**src/logic/hpsc_pkg.sv**
```systemverilog
// hot-plug slot capability and control register constants and carriers
// assumes a single core clock domain shared with the config access path
package hpsc_pkg;

    localparam logic [11:0] HPSC_CAP_OFFSET  = 12'h0d4;
    localparam logic [11:0] HPSC_CTRL_OFFSET = 12'h0d8;

    // capability word fields
    localparam int HPSC_CAP_ABP   = 0;
    localparam int HPSC_CAP_PCP   = 1;
    localparam int HPSC_CAP_AIP   = 3;
    localparam int HPSC_CAP_PIP   = 4;
    localparam int HPSC_CAP_SURP  = 5;
    localparam int HPSC_CAP_HPC   = 6;
    localparam int HPSC_CAP_PLV_LO = 7;
    localparam int HPSC_CAP_PLV_HI = 14;
    localparam int HPSC_CAP_PLS_LO = 15;
    localparam int HPSC_CAP_PLS_HI = 16;
    localparam int HPSC_CAP_PSN_LO = 19;
    localparam int HPSC_CAP_PSN_HI = 31;

    // control word fields
    localparam int HPSC_CTL_ABE    = 0;
    localparam int HPSC_CTL_PFE    = 1;
    localparam int HPSC_CTL_PDE    = 3;
    localparam int HPSC_CTL_CCE    = 4;
    localparam int HPSC_CTL_HPIE   = 5;
    localparam int HPSC_CTL_AI_LO  = 6;
    localparam int HPSC_CTL_AI_HI  = 7;
    localparam int HPSC_CTL_PI_LO  = 8;
    localparam int HPSC_CTL_PI_HI  = 9;
    localparam int HPSC_CTL_PWR    = 10;
    localparam int HPSC_CTL_DLLE   = 12;

    // status word positions (upper half of the control offset)
    localparam int HPSC_ST_ABP  = 16;
    localparam int HPSC_ST_PFD  = 17;
    localparam int HPSC_ST_PDC  = 19;
    localparam int HPSC_ST_CC   = 20;
    localparam int HPSC_ST_DLA  = 24;

    localparam logic [1:0]  HPSC_IND_OFF   = 2'h3;
    localparam logic [7:0]  HPSC_PLV_RST   = 8'h00;
    localparam logic [1:0]  HPSC_PLS_RST   = 2'h0;
    localparam logic [12:0] HPSC_PSN_RST   = 13'h0000;

    // loadable capability defaults
    typedef struct packed {
        logic [12:0] slot_num;
        logic [1:0]  pwr_scale;
        logic [7:0]  pwr_value;
        logic        hp_capable;
        logic        surprise;
        logic        pwr_ind;
        logic        attn_ind;
        logic        pwr_ctrl;
        logic        attn_btn;
    } hpsc_cap_t;

    // slot events from the hot-plug controller
    typedef struct packed {
        logic attn_press;
        logic pwr_fault;
        logic presence_chg;
        logic cmd_done;
    } hpsc_evt_t;

    // downstream message requests, one-cycle pulses
    typedef struct packed {
        logic       pwr_limit;
        logic       attn_ind;
        logic [1:0] attn_code;
        logic       pwr_ind;
        logic [1:0] pwr_code;
    } hpsc_msg_t;

endpackage

```
**src/logic/hpsc_slot_regs.sv**
```systemverilog
// slot capability, control and status registers of one downstream port
// assumes config access and slot events all on the port core clock
//
// Operation
// - attention button present, read-only, reset 0
// - power controller present, read-only, reset 0
// - attention indicator present, read-only, reset 0
// - power indicator present, read-only, reset 0
// - surprise removal flag, read-only, reset 0
// - hot-plug capable flag, read-only, reset 0
// - power limit value writable, reset zero
// - power limit scale writable, reset zero
// - limit write sends power limit message
// - physical slot number read-only, reset zero
// - capability defaults loadable by management path
// - button press event enable, reset 0
// - power fault event enable, reset 0
// - presence change event enable, reset 0
// - command completed event enable, reset 0
// - master hot-plug interrupt enable, reset 0
// - attention indicator field, resets to off
// - attention field write sends indicator message
// - power indicator field, resets to off
// - power field write sends indicator message
// - slot power control, 1 means off
// - link active change notification enable
// - sticky flag on link active change
// - sticky flags for four slot events
`timescale 1ns/10ps
module hpsc_slot_regs
    import hpsc_pkg::*;
(
    input  wire logic               clk,
    input  wire logic               rst_n,
    input  wire logic               cfg_wr,
    input  wire logic               cfg_rd,
    input  wire logic [11:0]        cfg_addr,
    input  wire logic [31:0]        cfg_wdata,
    input  wire logic [3:0]         cfg_be,
    output logic      [31:0]        cfg_rdata,
    input  wire logic               cap_load,
    input  wire hpsc_pkg::hpsc_cap_t cap_load_val,
    input  wire hpsc_pkg::hpsc_evt_t slot_evt,
    input  wire logic               dl_active_state,
    output hpsc_pkg::hpsc_msg_t     msg_req,
    output logic                    slot_power_off,
    output logic                    hp_irq
);
    import hpsc_pkg::*;

    hpsc_cap_t   cap;
    logic [15:0] ctl;
    logic        st_abp;
    logic        st_pfd;
    logic        st_pdc;
    logic        st_cc;
    logic        st_dll;
    logic        dl_active;
    logic        cap_hit;
    logic        ctl_hit;
    logic [15:0] ctl_wmask;
    logic [31:0] cap_rd;
    logic [31:0] ctl_rd;
    logic        next_irq;

    assign cap_hit = cfg_wr && (cfg_addr == HPSC_CAP_OFFSET);
    assign ctl_hit = cfg_wr && (cfg_addr == HPSC_CTRL_OFFSET);

    // only implemented bits are writable; reserved ones hold
    assign ctl_wmask = 16'h17fb;

    // capability word: loaded defaults win over software writes
    always_ff @(posedge clk or negedge rst_n) begin
        if (!rst_n) begin
            cap.attn_btn   <= 1'b0;
            cap.pwr_ctrl   <= 1'b0;
            cap.attn_ind   <= 1'b0;
            cap.pwr_ind    <= 1'b0;
            cap.surprise   <= 1'b0;
            cap.hp_capable <= 1'b0;
            cap.pwr_value  <= HPSC_PLV_RST;
            cap.pwr_scale  <= HPSC_PLS_RST;
            cap.slot_num   <= HPSC_PSN_RST;
        end else if (cap_load) begin
            cap <= cap_load_val;
        end else if (cap_hit) begin
            if (cfg_be[0]) begin
                cap.pwr_value[0] <= cfg_wdata[HPSC_CAP_PLV_LO];
            end
            if (cfg_be[1]) begin
                cap.pwr_value[7:1] <= cfg_wdata[HPSC_CAP_PLV_HI:8];
                cap.pwr_scale[0]   <= cfg_wdata[HPSC_CAP_PLS_LO];
            end
            if (cfg_be[2]) begin
                cap.pwr_scale[1] <= cfg_wdata[HPSC_CAP_PLS_HI];
            end
        end
    end

    // control word, software writes only
    always_ff @(posedge clk or negedge rst_n) begin
        if (!rst_n) begin
            ctl <= 16'h0000;
            ctl[HPSC_CTL_AI_HI:HPSC_CTL_AI_LO] <= HPSC_IND_OFF;
            ctl[HPSC_CTL_PI_HI:HPSC_CTL_PI_LO] <= HPSC_IND_OFF;
        end else if (ctl_hit) begin
            if (cfg_be[0]) begin
                ctl[7:0] <= (cfg_wdata[7:0] & ctl_wmask[7:0])
                          | (ctl[7:0] & ~ctl_wmask[7:0]);
            end
            if (cfg_be[1]) begin
                ctl[15:8] <= (cfg_wdata[15:8] & ctl_wmask[15:8])
                           | (ctl[15:8] & ~ctl_wmask[15:8]);
            end
        end
    end

    // downstream message pulses
    always_ff @(posedge clk or negedge rst_n) begin
        if (!rst_n) begin
            msg_req <= '0;
        end else begin
            msg_req.pwr_limit <= cap_hit && (cfg_be[0] || cfg_be[1]
                                             || cfg_be[2]);
            msg_req.attn_ind  <= ctl_hit && cfg_be[0];
            // codes stand only with their pulse, zero otherwise
            msg_req.attn_code <= (ctl_hit && cfg_be[0])
                ? cfg_wdata[HPSC_CTL_AI_HI:HPSC_CTL_AI_LO] : 2'h0;
            msg_req.pwr_ind   <= ctl_hit && cfg_be[1];
            msg_req.pwr_code  <= (ctl_hit && cfg_be[1])
                ? cfg_wdata[HPSC_CTL_PI_HI:HPSC_CTL_PI_LO] : 2'h0;
        end
    end

    always_ff @(posedge clk or negedge rst_n) begin
        if (!rst_n) begin
            slot_power_off <= 1'b0;
        end else begin
            slot_power_off <= ctl[HPSC_CTL_PWR];
        end
    end

    // link active mirrors the link state machine
    always_ff @(posedge clk or negedge rst_n) begin
        if (!rst_n) begin
            dl_active <= 1'b0;
        end else begin
            dl_active <= dl_active_state;
        end
    end

    // status flags; a new event beats a same-cycle clear
    always_ff @(posedge clk or negedge rst_n) begin
        if (!rst_n) begin
            st_abp <= 1'b0;
            st_pfd <= 1'b0;
            st_pdc <= 1'b0;
            st_cc  <= 1'b0;
            st_dll <= 1'b0;
        end else begin
            st_abp <= slot_evt.attn_press
                   || (st_abp && !(ctl_hit && cfg_be[2]
                                   && cfg_wdata[HPSC_ST_ABP]));
            st_pfd <= slot_evt.pwr_fault
                   || (st_pfd && !(ctl_hit && cfg_be[2]
                                   && cfg_wdata[HPSC_ST_PFD]));
            st_pdc <= slot_evt.presence_chg
                   || (st_pdc && !(ctl_hit && cfg_be[2]
                                   && cfg_wdata[HPSC_ST_PDC]));
            st_cc  <= slot_evt.cmd_done
                   || (st_cc && !(ctl_hit && cfg_be[2]
                                  && cfg_wdata[HPSC_ST_CC]));
            st_dll <= (dl_active != dl_active_state)
                   || (st_dll && !(ctl_hit && cfg_be[3]
                                   && cfg_wdata[HPSC_ST_DLA]));
        end
    end

    assign next_irq = ctl[HPSC_CTL_HPIE]
                   && ((st_abp && ctl[HPSC_CTL_ABE])
                    || (st_pfd && ctl[HPSC_CTL_PFE])
                    || (st_pdc && ctl[HPSC_CTL_PDE])
                    || (st_cc  && ctl[HPSC_CTL_CCE])
                    || (st_dll && ctl[HPSC_CTL_DLLE]));

    always_ff @(posedge clk or negedge rst_n) begin
        if (!rst_n) begin
            hp_irq <= 1'b0;
        end else begin
            hp_irq <= next_irq;
        end
    end

    always_comb begin
        cap_rd = 32'h0000_0000;
        cap_rd[HPSC_CAP_ABP]  = cap.attn_btn;
        cap_rd[HPSC_CAP_PCP]  = cap.pwr_ctrl;
        cap_rd[HPSC_CAP_AIP]  = cap.attn_ind;
        cap_rd[HPSC_CAP_PIP]  = cap.pwr_ind;
        cap_rd[HPSC_CAP_SURP] = cap.surprise;
        cap_rd[HPSC_CAP_HPC]  = cap.hp_capable;
        cap_rd[HPSC_CAP_PLV_HI:HPSC_CAP_PLV_LO] = cap.pwr_value;
        cap_rd[HPSC_CAP_PLS_HI:HPSC_CAP_PLS_LO] = cap.pwr_scale;
        cap_rd[HPSC_CAP_PSN_HI:HPSC_CAP_PSN_LO] = cap.slot_num;
        ctl_rd = {16'h0000, ctl & ctl_wmask};
        ctl_rd[HPSC_ST_ABP] = st_abp;
        ctl_rd[HPSC_ST_PFD] = st_pfd;
        ctl_rd[HPSC_ST_PDC] = st_pdc;
        ctl_rd[HPSC_ST_CC]  = st_cc;
        ctl_rd[HPSC_ST_DLA] = st_dll;
    end

    // registered read data, unmapped reads give zero
    always_ff @(posedge clk or negedge rst_n) begin
        if (!rst_n) begin
            cfg_rdata <= 32'h0000_0000;
        end else if (cfg_rd && cfg_addr == HPSC_CAP_OFFSET) begin
            cfg_rdata <= cap_rd;
        end else if (cfg_rd && cfg_addr == HPSC_CTRL_OFFSET) begin
            cfg_rdata <= ctl_rd;
        end else begin
            cfg_rdata <= 32'h0000_0000;
        end
    end

    // assertions
    power_msg_a: assert property (@(posedge clk) disable iff (!rst_n)
        cap_hit && !cap_load && cfg_be[1] |=> msg_req.pwr_limit)
        else $error("power limit message missing");
    attn_msg_a: assert property (@(posedge clk) disable iff (!rst_n)
        ctl_hit && cfg_be[0] |=> msg_req.attn_ind
            && msg_req.attn_code == $past(cfg_wdata[7:6]))
        else $error("attention message wrong");
    pind_msg_a: assert property (@(posedge clk) disable iff (!rst_n)
        ctl_hit && cfg_be[1] |=> msg_req.pwr_ind
            && msg_req.pwr_code == $past(cfg_wdata[9:8]))
        else $error("power indicator message wrong");
    irq_gate_a: assert property (@(posedge clk) disable iff (!rst_n)
        !ctl[HPSC_CTL_HPIE] |=> !hp_irq)
        else $error("interrupt without master enable");
    irq_btn_a: assert property (@(posedge clk) disable iff (!rst_n)
        ctl[HPSC_CTL_HPIE] && ctl[HPSC_CTL_ABE] && st_abp
            |=> hp_irq)
        else $error("button interrupt missing");
    evt_sticky_a: assert property (@(posedge clk) disable iff (!rst_n)
        slot_evt.pwr_fault |=> st_pfd)
        else $error("power fault flag lost");
    dll_change_a: assert property (@(posedge clk) disable iff (!rst_n)
        dl_active != $past(dl_active) |-> st_dll)
        else $error("link change flag not set");
    power_ctl_a: assert property (@(posedge clk) disable iff (!rst_n)
        ##1 slot_power_off == $past(ctl[HPSC_CTL_PWR]))
        else $error("power control not followed");
    rsvd_read_a: assert property (@(posedge clk) disable iff (!rst_n)
        cfg_rd && cfg_addr == HPSC_CTRL_OFFSET
            |=> cfg_rdata[15:13] == 3'h0 && cfg_rdata[11] == 1'b0)
        else $error("reserved bits read nonzero");

endmodule

```
**config.mk**
```make
export PLATFORM = sky130hd
export DESIGN_NAME = hpsc_slot_regs
export DESIGN_NICKNAME = d
export VERILOG_FILES = /design/src/logic/hpsc_pkg.sv /design/src/logic/hpsc_slot_regs.sv
export SDC_FILE = /design/constraint.sdc
export NUM_CORES = 1
export LEC_CHECK = 0
export ABC_AREA = 1
export BUFFER_PORTS_ARGS = -buffer_cell sky130_fd_sc_hd__buf_2
export CORE_ASPECT_RATIO = 1.75
export CORE_MARGIN = 2
export CORE_UTILIZATION = 53
export CTS_CLUSTER_SIZE = 20
export DETAILED_ROUTE_END_ITERATION = 10
export PLACE_DENSITY = 0.92
export SYNTH_ARGS = -nofsm -noshare
export SYNTH_HDL_FRONTEND = slang
export SYNTH_SLANG_ARGS = --single-unit
```
**constraint.sdc**
```tcl
create_clock -name clk -period 2.7 [get_ports clk]
set_input_delay 0.54 -clock clk [delete_from_list [all_inputs] [get_ports clk]]
set_output_delay 0.54 -clock clk [all_outputs]
set_load 0.02 [all_outputs]
```
; Yosys cells after proc, flatten, opt, wreduce, memory -nomap -nowiden
; Index checks and enable logic that the tools add are counted.
[totals]
reg_bits = 92
latchBits = 0
in_bits = 87
wordCells = 91
out_inout_bits = 41
mem_bits_ro = 0
memories = 0
mem_bits_rw = 0
[classes]
reduce_logical = 50
n_mux = 9
eq_ne = 3
magnitude_cmp = 0
n_bitwise = 2
addsub = 0
shifts = 0
n_mul = 0
div = 0
[op_table]
columns = operator, n
row1 = $mux W32, 1
row2 = $logic_and A1 B1 Y1, 25
row3 = $mux W25, 1
row4 = $eq A12 B8 Y1 const B, 2
row5 = $mux W10, 2
row6 = $logic_or A1 B1 Y1, 11
row7 = $reduce_and A2 Y1, 5
row8 = $mux W8, 1
row9 = $or A5 B8 Y8, 1
row10 = $or A8 B3 Y8, 1
row11 = $reduce_bool A2 Y1, 4
row12 = $logic_not A1 Y1, 5
row13 = $mux W2, 2
row14 = $mux W1, 2
row15 = $ne A1 B1 Y1, 1

; Depth between registers and ports, before layout
[logic_depth]
ltp_word = 7
ltp_mapped = 9
ltp_nobuf = 9

; Worst setup path after synthesis
; No wires, ideal clock.
[synth_timing]
kind = input port to flip-flop
start = in cfg_addr[0]
end = reg cfg_rdata[10]
path_slack_ps = 1206
stages = 9
setup_time_ps = 117
n_path_buf = 1
required_time_ps = 2583
arrival_time_ps = 1377
path_cell_list = inv_1 nand2_2 nor2_8 inv_2 nor2_8 inv_2 buf_6 nand3_1 nand2_1
[synth_via]
elab_chain_cells = 4
elab_cells_between_ends = 6
cone_classes = 2 x eq/ne / 2 x mux / 2 x reduce/logical
[synth_rtl]
columns = item, line_no
row1 = "start, declared", hpsc_slot_regs.sv:37  ; input wire logic [11:0] cfg_addr,
row2 = $eq A12 B8 Y1, hpsc_slot_regs.sv:219  ; end else if (cfg_rd && cfg_addr == HPSC_CTRL_OFFSET) begin
row3 = $logic_and A1 B1 Y1, hpsc_slot_regs.sv:219
row4 = $mux W25, hpsc_slot_regs.sv:219
row5 = $mux W32 *, hpsc_slot_regs.sv:217  ; end else if (cfg_rd && cfg_addr == HPSC_CAP_OFFSET) begin
row6 = "end signal, assigned", hpsc_slot_regs.sv:218  ; cfg_rdata <= cap_rd;
row7 = "end signal, assigned", hpsc_slot_regs.sv:220  ; cfg_rdata <= ctl_rd;
row8 = "end, declared", hpsc_slot_regs.sv:40  ; output logic [31:0] cfg_rdata,
; Mark *: on every way between the ends. The rest lies on a longest branch, timed or not.
; A chain may end at the register's enable or synchronous reset.

; Final worst setup path
[layout_timing]
start = in cap_load
end = reg cap[11] in the netlist's numbering
[layout_via]
elab_chain_cells = 2
elab_cells_between_ends = 4
cone_classes = 1 x mux / 3 x reduce/logical
[layout_rtl]
columns = item, line_no
row1 = "start, declared", hpsc_slot_regs.sv:41  ; input wire logic cap_load,
row2 = $reduce_bool A2 Y1 (no line), -
row3 = $reduce_and A2 Y1 (no line), -
row4 = "end signal, assigned", hpsc_slot_regs.sv:85  ; cap <= cap_load_val;
row5 = "end, declared", hpsc_slot_regs.sv:51  ; hpsc_cap_t cap;
; Several ways; a longest one is shown, not always the timed one.

==> flow_metrics.tcl <==
set metrics [dict create \
    vdd_drop_max_uv 341 \
    yosysSeqAreaShare_pct 58.9 \
    yosysWarnings 0 \
    first_iter_violations 217 \
    synth_edf_count 0 \
    gp_congestion 0.781 \
    yosysTopAreaCell "dfrtp_1" \
    skew_ns 0.00734 \
    antenna_cells 0 \
    cts_hold_buffers 0 \
    wl_per_cell_um 13.4 \
    post_cts_buffers 0 \
    power_density_nw_per_um2 581 \
    num-nets-final 583 \
    antenna_found_initial 0 \
    n_fill_cell 522 \
    netlist_instances 382 \
    viasPerCell 4.95 \
    max_freq_mhz 587 \
    worst_slew_pin_slew_ns 0.893 \
    cts_sinks 85 \
    grt_usage_pct 23.0 \
    crit_path_max_incr_delay_ns 0.55 \
    maxSlewViolCount 0 \
    insertion_delay_ns 0.34 \
    synth-seq-cells 85 \
    synth_top_family_by_area "simple AND/OR/NAND/NOR gates" \
    synth_xor_area_share_pct 0.242 \
    synthDistinctLibCells 29 \
    yosys.area_share.simple_pct 27.6 \
    yosysMostFrequentCell "nand2_1" \
    setup_viol 0 \
    dp_hpwl_um 5760 \
    synthArstFlopShare_pct 100 \
    crit_slowest_cell "clkinv_1" \
    routed-via-count 2881 \
    synthFlopType "dfrtp_1" \
    drt_first_pass_iters 4 \
    maxCapViolations 0 \
    synth_compound_area_share_pct 5.49 \
    min_period_over_period_pct 63.1 \
    die-width_um 66.5 \
    crit_path_end_kind "register" \
    io_pins 128 \
    area_growth_pct 23.5 \
    clk_pin_slew_worst_paths_ns 0.06 \
    required_ns 2.97 \
    clk_path_buf_depth 2 \
    design.die.area_um2 7540 \
    synth_adder_area_share_pct 0 \
    cpMostUsedCell "nand2_1" \
    cp-start-kind "input pin" \
    fin_hold_ws_ns 0.325 \
    crit_fanout 29 \
    p_leak_uw 0.00263 \
    muxShareOfSynthArea_pct 0 \
    die_h_um 113 \
    io_buffers 113 \
    grt_pass1_vias 2998 \
    grt_overflow 0 \
    hold_viol 0 \
    drive_above_1_share_pct 33.2 \
    netlist_area_um2 3620 \
    critical_path_class "in2reg" \
    netlist_top_cells_count "nand2_1 (119), dfrtp_1 (81), inv_1 (42), nand3_1 (26), o21ai_0 (26)" \
    grt_pass1_wl_um 13100 \
    cts_tree "yes" \
    cts-buffers-inserted 9 \
    final.setup.tns_ns 0 \
    grt_max_degree 75 \
    worstPathCellList "buf_2, clkinv_1, nand2_2, nand2_1, nand2_1" \
    arrival_ns 1.98 \
    synth_top_area_share_pct 56.0 \
    post-route-min-period_ns 1.70 \
    ctsResizeCount 0 \
    status "complete, no violations" \
    antenna_left 0 \
    drc_errors 0 \
    slew_headroom_pct 40.5 \
    start_util_pct 55.0 \
    root_buffer "clkbuf_16" \
    drt-total-wl_um 7800 \
    yosys-top-cells-area "dfrtp_1 (56%), nand2_1 (12%), inv_1 (4.4%)" \
    grt_setup_unrepaired "false" \
    core_area_um2 6590 \
    hp-class "in2async" \
    cts_htree_levels 3 \
    std_cell_rows 39 \
    postSynthAreaPerCell_um2 9.48 \
]
[where the power goes]
part,internal [µW],leakage (µW),switching (µW)
clock,617,0.000121,445
sequential,1320,0.00109,17.2
combinational,74.6,0.00142,126
total,2010,0.00263,589
[layout make-up]
type	instances	area, µm²	share of cell area (%)
Sequential cell	85	2130	47.7
Multi-Input combinational cell	236	1220	27.2
Timing Repair Buffer	116	591	13.2
Clock buffer	14	244	5.46
Inverter	48	180	4.03
Tap cell	82	103	2.29
Clock inverter	1	5.00	0.112
[stage by stage]
step | setup WS [ns] | util [%] | area [µm²] | instances | total power, µW
2_1_floorplan | 1.21 | - | 3620 | 383 | 1450
3_3_place_gp | 0.711 | 64.1 | 4220 | 567 | 1540
3_5_place_dp | 0.676 | 64.1 | 4220 | 567 | 1560
4_1_cts | 1.03 | 67.9 | 4470 | 582 | 2610
5_1_grt | 0.840 | 67.9 | 4470 | 582 | 2690
6_report | 0.996 | 67.9 | 4470 | 582 | 2600
[worst paths after layout]
check                               startpoint                  endpoint  slack (ns)  cells after the start
setup / recovery                      cap_load       cap[11]$_DFFE_PN0P_         1.0                      5
hold / removal                           rst_n      msg_req[5]$_DFF_PN0_        0.32                      1
setup reg to reg              st_dll$_DFF_PN0_          hp_irq$_DFF_PN0_        1.75                      3
hold reg to reg            ctl[10]$_DFFE_PN0P_  slot_power_off$_DFF_PN0_        0.40                      0
max in group asynchronous                rst_n       cap[20]$_DFFE_PN0P_        1.68                      2
min in group clk               dl_active_state       dl_active$_DFF_PN0_        0.34                      1
[cell usage in the layout, fill, tap and decap left out]
cell type	count
buf_4	4
nand3_2	6
conb_1	2
xnor2_1	1
nor3_1	1
dfrtp_1	81
nand4_1	7
nand4_4	2
nor2_1	20
inv_1	42
nor2_4	3
nor2_2	2
clkbuf_1	5
nand2_1	119
nand2_4	3
nor2_8	4
and3_1	1
inv_2	5
nand3_1	26
o21ai_2	6
clkinv_1	1
o21a_1	1
buf_2	112
nand2_2	5
a22o_1	1
dfstp_2	4
clkinv_2	1
clkbuf_16	9
o21ai_0	26
[logic make-up after synthesis]
logic type | Yosys count
AO/OA/AOI/OAI | 34
flip-flops | 85
buffers and inverters | 62
other | 1
XOR/XNOR | 1
AND/OR/NAND/NOR | 199
[worst max-delay path, delay by kind of cell]
kind,cells,cell delay (ns)
buffers and inverters,2,0.94
AND/OR/NAND/NOR,3,0.48
[routing by layer]
metal  up-vias  wire length, µm  GRT usage [%]
met1      1347             2990           25.9
met5         -                0              0
met4         0              235           10.7
met2       104             4190           40.2
met3        18              386           5.37
li1       1412                -              -
[state kept, by name (all words and copies together) (netlist names)]
name and count:
cfg_rdata 30, cap 29, ctl 11, msg_req 7
dl_active 1, hp_irq 1, slot_power_off 1, st_abp 1
st_cc 1, st_dll 1, st_pdc 1, st_pfd 1
No activity file was read; power rests on OpenSTA's default activity.
